### src/pfc_pkg.sv
// Package: offsets, field positions and defaults for the port 1 flow-control register bank
package pfc_pkg;
   localparam logic [11:0] PORT1_FLOW_CONTROL_OFFSET = 12'h1a0;
   localparam logic [11:0] STATION_ADDR_LOW_OFFSET   = 12'h1ac;
   localparam logic [11:0] STATION_ADDR_HIGH_OFFSET  = 12'h1b0;
   localparam logic [11:0] PORT1_LINK_STATUS_OFFSET  = 12'h1b4;
   localparam int FC_MANUAL_SELECT_BIT   = 0;
   localparam int FC_TX_ENABLE_BIT       = 1;
   localparam int FC_RX_ENABLE_BIT       = 2;
   localparam int FC_ACTIVE_TX_BIT       = 3;
   localparam int FC_ACTIVE_RX_BIT       = 4;
   localparam int FC_DUPLEX_BIT          = 5;
   localparam int FC_BACKPRESSURE_BIT    = 6;
   localparam int LINK_AUTONEG_EN_BIT    = 0;
   localparam int LINK_HALF_DUPLEX_BIT   = 1;
   localparam int LINK_PARTNER_PAUSE_BIT = 2;
   localparam int LINK_PARTNER_ASYM_BIT  = 3;
   localparam int LINK_LOCAL_ASYM_BIT    = 4;
   localparam logic [15:0] STATION_ADDR_HIGH_RESET = 16'hffff;
   localparam logic [31:0] STATION_ADDR_LOW_RESET  = 32'hffffffff;
   localparam logic [1:0] PSTRB_LANE_LOW  = 2'h0;
   localparam logic [2:0] STRAP_CAPTURE_COUNT = 3'h4;
   localparam logic [2:0] STRAP_SETTLE_DONE   = 3'h5;
endpackage

### src/pfc_port1_flow_control.sv
// Port 1 flow-control configuration and status register bank, APB slave
//
// Behaviour
// - The back-pressure enable at bit 6 gates half-duplex forced-collision generation on port 1.
// - Read-only bit 5 returns the live duplex of port 1, 0 full and 1 half.
// - Read-only bit 4 shows whether pause reception is active, from manual or negotiated setup.
// - Read-only bit 3 shows whether pause transmission is active, from manual or negotiated setup.
// - With manual select set or autonegotiation off, bit 2 enables detection of received pause frames.
// - With manual select set or autonegotiation off, bit 1 enables generation of pause frames.
// - Manual select clear with autonegotiation on takes the negotiated result, otherwise the enable bits.
// - Manual select set makes the enable bits govern flow control in full duplex over the negotiation.
// - Reset defaults of the writable bits come from the strap values sampled at reset.
// - An EEPROM loader rewrite of the straps updates the writable and derived bits.
// - Writes here never touch the PHY autonegotiation advertisement bits.
// - Generated pause frames carry the station address held in the high and low address registers.
`timescale 1ns/1ps
`default_nettype none
module pfc_port1_flow_control
(
   input  wire logic        pclk,
   input  wire logic        presetn,
   input  wire logic        psel,
   input  wire logic        penable,
   input  wire logic        pwrite,
   input  wire logic [11:0] paddr,
   input  wire logic [31:0] pwdata,
   input  wire logic [3:0]  pstrb,
   output logic      [31:0] prdata,
   output logic             pready,
   output logic             pslverr,
   input  wire logic        port1_backpressure_strap,
   input  wire logic        port1_full_duplex_pause_strap,
   input  wire logic        port1_manual_select_strap,
   input  wire logic        strap_reload,
   input  wire logic        phy1_autoneg_enable,
   input  wire logic        phy1_half_duplex,
   input  wire logic        phy1_partner_pause,
   input  wire logic        phy1_partner_asym_pause,
   input  wire logic        phy1_local_asym_pause,
   output logic             port1_backpressure_active,
   output logic             port1_pause_receive_active,
   output logic             port1_pause_transmit_active,
   output logic [47:0]      pause_source_addr
);

   // ==========================================================
   // Input synchronisers (three stages, second and third agree)
   // ==========================================================
   // Zero reset keeps straps unread until the settle counter captures them
   logic [7:0] sync1_reg;
   logic [7:0] sync2_reg;
   logic [7:0] sync3_reg;
   logic [7:0] clean_reg;
   logic [7:0] raw_in;

   assign raw_in = {phy1_local_asym_pause, phy1_partner_asym_pause, phy1_partner_pause,
                    phy1_half_duplex, phy1_autoneg_enable, port1_manual_select_strap,
                    port1_full_duplex_pause_strap, port1_backpressure_strap};

   always_ff @(posedge pclk or negedge presetn)
   begin
      if (!presetn)
      begin
         sync1_reg <= 8'h00;
         sync2_reg <= 8'h00;
         sync3_reg <= 8'h00;
      end
      else
      begin
         sync1_reg <= raw_in;
         sync2_reg <= sync1_reg;
         sync3_reg <= sync2_reg;
      end
   end

   // Bits settle only once two stages agree, so a mid-change sample is held off
   always_ff @(posedge pclk or negedge presetn)
   begin
      if (!presetn)
         clean_reg <= 8'h00;
      else
      begin
         for (int i = 0; i < 8; i++)
         begin
            if (sync2_reg[i] == sync3_reg[i])
               clean_reg[i] <= sync3_reg[i];
         end
      end
   end

   logic bp_strap;
   logic fd_strap;
   logic man_strap;
   logic an_enable;
   logic half_duplex;
   logic partner_pause;
   logic partner_asym;
   logic local_asym;
   assign bp_strap      = clean_reg[0];
   assign fd_strap      = clean_reg[1];
   assign man_strap     = clean_reg[2];
   assign an_enable     = clean_reg[3];
   assign half_duplex   = clean_reg[4];
   assign partner_pause = clean_reg[5];
   assign partner_asym  = clean_reg[6];
   assign local_asym    = clean_reg[7];

   // ==========================================================
   // Strap capture after reset release and on loader rewrite
   // ==========================================================
   // Straps need the synchroniser pipeline to fill before they are trusted
   logic [2:0] settle_reg;
   logic       settle_done;
   logic       strap_load;
   logic       reload_seen_reg;
   logic       reload_edge;

   assign settle_done = settle_reg == pfc_pkg::STRAP_SETTLE_DONE;

   always_ff @(posedge pclk or negedge presetn)
   begin
      if (!presetn)
         settle_reg <= 3'h0;
      else if (!settle_done)
         settle_reg <= settle_reg + 3'h1;
   end

   always_ff @(posedge pclk or negedge presetn)
   begin
      if (!presetn)
         reload_seen_reg <= 1'b0;
      else
         reload_seen_reg <= strap_reload;
   end

   // Reload is a same-clock pulse from the loader; delay it so the clean straps are current
   assign reload_edge = reload_seen_reg;
   assign strap_load  = (settle_reg == pfc_pkg::STRAP_CAPTURE_COUNT) || reload_edge;

   // ==========================================================
   // APB access
   // ==========================================================
   logic access;
   logic wr_en;
   logic fc_hit;
   logic addr_low_hit;
   logic addr_high_hit;
   logic link_hit;
   logic mapped;

   assign access        = psel && penable;
   assign fc_hit        = paddr == pfc_pkg::PORT1_FLOW_CONTROL_OFFSET;
   assign addr_low_hit  = paddr == pfc_pkg::STATION_ADDR_LOW_OFFSET;
   assign addr_high_hit = paddr == pfc_pkg::STATION_ADDR_HIGH_OFFSET;
   assign link_hit      = paddr == pfc_pkg::PORT1_LINK_STATUS_OFFSET;
   assign mapped        = fc_hit || addr_low_hit || addr_high_hit || link_hit;
   assign wr_en         = access && pwrite && mapped;
   // No wait states: every register answers in its access cycle
   assign pready        = 1'b1;
   // Unmapped offsets report an error and change nothing
   assign pslverr       = access && !mapped;

   // ==========================================================
   // Writable flow-control bits
   // ==========================================================
   logic backpressure_enable_reg;
   logic pause_receive_enable_reg;
   logic pause_transmit_enable_reg;
   logic manual_select_reg;
   logic fc_write;

   assign fc_write = wr_en && fc_hit && pstrb[pfc_pkg::PSTRB_LANE_LOW];

   // writes act immediately
   // A strap load beats a write in the same cycle so loader values are never lost
   always_ff @(posedge pclk or negedge presetn)
   begin
      if (!presetn)
      begin
         backpressure_enable_reg   <= 1'b0;
         pause_receive_enable_reg  <= 1'b0;
         pause_transmit_enable_reg <= 1'b0;
         manual_select_reg         <= 1'b0;
      end
      else if (strap_load)
      begin
         backpressure_enable_reg   <= bp_strap;
         pause_receive_enable_reg  <= fd_strap;
         pause_transmit_enable_reg <= fd_strap;
         manual_select_reg         <= man_strap;
      end
      else if (fc_write)
      begin
         backpressure_enable_reg   <= pwdata[pfc_pkg::FC_BACKPRESSURE_BIT];
         pause_receive_enable_reg  <= pwdata[pfc_pkg::FC_RX_ENABLE_BIT];
         pause_transmit_enable_reg <= pwdata[pfc_pkg::FC_TX_ENABLE_BIT];
         manual_select_reg         <= pwdata[pfc_pkg::FC_MANUAL_SELECT_BIT];
      end
   end

   // ==========================================================
   // Station address for pause frames
   // ==========================================================
   // Resets to all ones; software programs the station address before enabling pause
   logic [15:0] station_addr_high_reg;
   logic [31:0] station_addr_low_reg;

   always_ff @(posedge pclk or negedge presetn)
   begin
      if (!presetn)
         station_addr_low_reg <= pfc_pkg::STATION_ADDR_LOW_RESET;
      else if (wr_en && addr_low_hit)
      begin
         for (int b = 0; b < 4; b++)
         begin
            if (pstrb[b])
               station_addr_low_reg[8*b +: 8] <= pwdata[8*b +: 8];
         end
      end
   end

   always_ff @(posedge pclk or negedge presetn)
   begin
      if (!presetn)
         station_addr_high_reg <= pfc_pkg::STATION_ADDR_HIGH_RESET;
      else if (wr_en && addr_high_hit)
      begin
         // Only byte lanes 0 and 1 exist in the upper address half
         for (int b = 0; b < 2; b++)
         begin
            if (pstrb[b])
               station_addr_high_reg[8*b +: 8] <= pwdata[8*b +: 8];
         end
      end
   end

   assign pause_source_addr = {station_addr_high_reg, station_addr_low_reg};

   // ==========================================================
   // Flow-control resolution
   // ==========================================================
   logic neg_rx;
   logic neg_tx;
   logic use_manual;
   logic active_rx;
   logic active_tx;

   // Standard pause resolution from local and partner abilities; local always offers symmetric pause
   always_comb
   begin
      neg_rx = partner_pause || (local_asym && partner_asym && !partner_pause);
      neg_tx = partner_pause;
   end

   assign use_manual = manual_select_reg || !an_enable;

   assign active_rx = !half_duplex && (use_manual ? pause_receive_enable_reg : neg_rx);
   assign active_tx = !half_duplex && (use_manual ? pause_transmit_enable_reg : neg_tx);

   // ==========================================================
   // Registered status outputs
   // ==========================================================
   logic bp_active_reg;
   logic rx_active_reg;
   logic tx_active_reg;
   logic duplex_reg;

   always_ff @(posedge pclk or negedge presetn)
   begin
      if (!presetn)
      begin
         bp_active_reg <= 1'b0;
         rx_active_reg <= 1'b0;
         tx_active_reg <= 1'b0;
         duplex_reg    <= 1'b0;
      end
      else
      begin
         bp_active_reg <= backpressure_enable_reg && half_duplex;
         rx_active_reg <= active_rx;
         tx_active_reg <= active_tx;
         duplex_reg    <= half_duplex;
      end
   end

   assign port1_backpressure_active   = bp_active_reg;
   assign port1_pause_receive_active  = rx_active_reg;
   assign port1_pause_transmit_active = tx_active_reg;

   // ==========================================================
   // Read data
   // ==========================================================
   logic [31:0] read_value;

   always_comb
   begin
      read_value = 32'h00000000;
      if (fc_hit)
      begin
         read_value[pfc_pkg::FC_BACKPRESSURE_BIT]  = backpressure_enable_reg;
         read_value[pfc_pkg::FC_DUPLEX_BIT]        = duplex_reg;
         read_value[pfc_pkg::FC_ACTIVE_RX_BIT]     = rx_active_reg;
         read_value[pfc_pkg::FC_ACTIVE_TX_BIT]     = tx_active_reg;
         read_value[pfc_pkg::FC_RX_ENABLE_BIT]     = pause_receive_enable_reg;
         read_value[pfc_pkg::FC_TX_ENABLE_BIT]     = pause_transmit_enable_reg;
         read_value[pfc_pkg::FC_MANUAL_SELECT_BIT] = manual_select_reg;
      end
      else if (addr_low_hit)
         read_value = station_addr_low_reg;
      else if (addr_high_hit)
         read_value[15:0] = station_addr_high_reg;
      else if (link_hit)
      begin
         // Link status is a read-only view of the synchronised PHY inputs
         read_value[pfc_pkg::LINK_AUTONEG_EN_BIT]    = an_enable;
         read_value[pfc_pkg::LINK_HALF_DUPLEX_BIT]   = half_duplex;
         read_value[pfc_pkg::LINK_PARTNER_PAUSE_BIT] = partner_pause;
         read_value[pfc_pkg::LINK_PARTNER_ASYM_BIT]  = partner_asym;
         read_value[pfc_pkg::LINK_LOCAL_ASYM_BIT]    = local_asym;
      end
   end

   // Read data is registered in the setup cycle so it is stable through the access phase
   always_ff @(posedge pclk or negedge presetn)
   begin
      if (!presetn)
         prdata <= 32'h00000000;
      else if (psel && !penable && !pwrite)
         prdata <= read_value;
   end

endmodule
`default_nettype wire

### config.mk
export PLATFORM = sky130hd
export DESIGN_NAME = pfc_port1_flow_control
export DESIGN_NICKNAME = d
export VERILOG_FILES = /design/src/pfc_pkg.sv /design/src/pfc_port1_flow_control.sv
export SDC_FILE = /design/constraint.sdc
export NUM_CORES = 1
export LEC_CHECK = 0
export CELL_PAD_IN_SITES_DETAIL_PLACEMENT = 0
export CELL_PAD_IN_SITES_GLOBAL_PLACEMENT = 1
export CORE_ASPECT_RATIO = 0.6
export CORE_MARGIN = 3
export CORE_UTILIZATION = 26
export CTS_CLUSTER_SIZE = 40
export DETAILED_ROUTE_END_ITERATION = 8
export DONT_BUFFER_PORTS = 1
export PLACE_DENSITY = 0.49
export SLEW_MARGIN = 20
export SYNTH_ARGS = -nofsm -noshare
export SYNTH_HDL_FRONTEND = slang
export SYNTH_SLANG_ARGS = --single-unit
### constraint.sdc
create_clock -name pclk -period 2 [get_ports pclk]
set_input_delay 0.3 -clock pclk [delete_from_list [all_inputs] [get_ports pclk]]
set_output_delay 0.3 -clock pclk [all_outputs]
set_load 0.02 [all_outputs]
==> results.sh <==
export IMPL_drive_gt1_frac=0.387
export IMPL_netlist_top_cell_by_area="dfrtp_1"
export IMPL_core_area_sq_mm=0.0183
export IMPL_worst_pin_slew_ps=543
export IMPL_via_per_inst=4.69
export IMPL_synth_edf_count=0
export IMPL_antenna_found_initial=0
export IMPL_ir_worst_vdd_mv=0.521
export IMPL_nets=437
export IMPL_clock_latency_ps=410
export IMPL_synthesis_instances=348
export IMPL_syn_area_sq_mm=0.00488
export IMPL_cts_setup_buffers=0
export IMPL_synth_nets=413
export IMPL_cts_tree="yes"
export IMPL_r2r_setup_slack_ps=530
export IMPL_synth_top_area_share=0.389
export IMPL_clkSinkCount=124
export IMPL_startpoint_type="primary input"
export IMPL_r2r_end="pause_receive_enable_reg$_DFFE_PN0P_"
export IMPL_grt_total_usage=0.131
export IMPL_violations="hold timing"
export IMPL_post_drt_wl_per_cell_um=20.7
export IMPL_path_clk_slew_ps=60
export IMPL_hold_slack_ps=-413
export IMPL_setup_tns_ps=0
export IMPL_remaining_drc_errors=0
export IMPL_leakage_nw=2.54
export IMPL_fin_skew_ps=6.92
export IMPL_worstSetupPathType="primary input to flop"
export IMPL_gp_congestion=0.725
export IMPL_diodes=0
export IMPL_port_buffers=0
export IMPL_yosysSeqAreaShare=0.648
export IMPL_async_flop_share=1.00
export IMPL_overflow=0
export IMPL_die_h_um=112
export IMPL_period_minus_slack_ps=1470
export IMPL_drv_slew=0
export IMPL_hold_buffers=9
export IMPL_crit_arrival_ps=1810
export IMPL_endpoint_kind="flop"
export IMPL_grt_max_degree=125
export IMPL_area_growth_pct=22.6
export IMPL_cts_buffer_depth=2
export IMPL_wirelength_mm=13.0
export IMPL_first_pass_iters=4
export IMPL_htree_levels=4
export IMPL_clock_fmax_mhz=678
export IMPL_routed_via_count=2932
export IMPL_die_area_sq_mm=0.0205
export IMPL_synth_flop_cell="dfrtp_1"
export IMPL_yosys_cell_types_count=39
export IMPL_required_ps=2330
export IMPL_rsz0062_at_grt="no"
export IMPL_cts_root_buf="clkbuf_16"
export IMPL_grt_pass1_vias=3081
export IMPL_initial_core_util=0.267
export IMPL_rows=38
export IMPL_pin_count=147
export IMPL_status="finished, violations left"
export IMPL_cts_buffers=17
export IMPL_reg2regPathDepth=5
export IMPL_hold_viol=124
export IMPL_relSlewSlack=0.638
export IMPL_rr_startpoint="settle_reg[0]$_DFFE_PN0P_"
export IMPL_power_density_mw_per_mm2=1000
export IMPL_synth_most_common_cell="dfrtp_1"
export IMPL_hpwl_mm=9.23
export IMPL_drt_iter0_markers=134
export IMPL_setup_violations=0
export IMPL_fin_crit_sh=0.737
export IMPL_grt_pass1_wl_mm=20.1
export IMPL_die_w_um=183
export IMPL_cp_max_fo=8
export IMPL_cts_resized=0
export IMPL_maxCapViolations=0
export IMPL_yosys_register_bits=124
export IMPL_ys_warn_count=0
export IMPL_postRouteAntennaNets=0
export IMPL_synthTopCellsByArea="dfrtp_1 39%, dfstp_2 26%, mux2_2 11%"
export IMPL_finalPower_mw=6.00
export IMPL_yosys_top_cells_count="76 x dfrtp_1, 48 x dfstp_2, 48 x mux2_2"
export IMPL_min_path_type="primary input to async pin"
export IMPL_synth_avg_cell_area_sq_um=14.0
==> cell type report <==
| cell class | count | area, sq um |
|---|---|---|
| Inverter | 3 | 11.3 |
| Clock inverter | 15 | 199 |
| Fill cell | 1814 | 12300 |
| Sequential cell | 124 | 3160 |
| Tap cell | 240 | 300 |
| Clock buffer | 17 | 425 |
| Multi-Input combinational cell | 203 | 1620 |
| Timing Repair Buffer | 23 | 270 |
==> routing by layer <==
layer	track usage	up-vias	wire, um
met3	0.0502	12	1040
met4	0.0456	0	132
met2	0.180	106	5440
met5	0	-	0
met1	0.188	1508	6350
li1	-	1306	-
==> worst max-delay path, cell delays in order <==
cell and delay [ps]:
nor4b_4 420, and3_1 310, nor4b_4 210, buf_4 210
mux2_2 350
==> cells by family (layout without fill, tap and decap cells) <==
family,after synthesis,after routing,share of synthesized area
AO/OA/AOI/OAI,64,64,0.0986
XOR/XNOR,2,2,0.00359
adder cells (fa/ha/maj),11,11,0.0241
buffers and inverters,21,58,0.0205
flip-flops,124,124,0.648
multiplexers,49,49,0.113
other,1,1,0.000768
AND/OR/NAND/NOR,76,76,0.0920
==> layout by cell type, fill, tap and decap left out, types with 3 or more instances in the layout <==
cell | synthesis | layout
dfrtp_1 | 76 | 76
and2_1 | 13 | 13
buf_4 | 2 | 8
mux2_2 | 48 | 48
bufinv_16 | 0 | 4
dlygate4sd3_1 | 0 | 9
o31ai_1 | 7 | 7
nor2_1 | 18 | 18
and3_1 | 5 | 5
clkinv_2 | 0 | 4
maj3_1 | 8 | 8
o22a_1 | 5 | 5
nor2b_1 | 7 | 7
a21oi_1 | 10 | 10
a31oi_1 | 10 | 10
ha_1 | 3 | 3
o21ai_0 | 5 | 5
nand3_1 | 4 | 4
nand2_1 | 15 | 15
clkinv_4 | 0 | 5
a221o_1 | 9 | 9
a22o_1 | 16 | 16
buf_12 | 0 | 6
dfstp_2 | 48 | 48
clkbuf_16 | 0 | 17
inv_1 | 3 | 3
==> worst max path at each step <==
stage	from	endpoint	slack, ps	depth (start not counted)
global placement	paddr[1]	station_addr_low_reg[22]$_DFFE_PN1P_	170	5
detailed placement	paddr[9]	station_addr_high_reg[10]$_DFFE_PN1P_	120	5
floorplan	paddr[9]	station_addr_high_reg[10]$_DFFE_PN1P_	270	4
finish	paddr[9]	station_addr_high_reg[8]$_DFFE_PN1P_	530	5
CTS	settle_reg[0]$_DFFE_PN0P_	pause_receive_enable_reg$_DFFE_PN0P_	510	5
global route	settle_reg[0]$_DFFE_PN0P_	pause_receive_enable_reg$_DFFE_PN0P_	320	5
==> through the flow <==
step / utilization / instance area (sq um) / cells / setup slack, ps / hold slack [ps]
global placement: 0.289 / 5280 / 584 / 169 / 7.07
CTS: 0.328 / 5990 / 625 / 511 / -440
floorplan: - / 4880 / 348 / 272 / 4.41
detailed placement: 0.289 / 5280 / 584 / 118 / 6.87
global route: 0.328 / 5990 / 625 / 324 / -437
finish: 0.328 / 5990 / 625 / 526 / -413
==> power by group <==
| group | switching (mW) | total, mW | internal, mW |
|---|---|---|---|
| clock | 1.15 | 3.24 | 2.08 |
| sequential | 0.0595 | 2.64 | 2.58 |
| combinational | 0.0635 | 0.126 | 0.0627 |
Power figures use the tool's default switching activity.
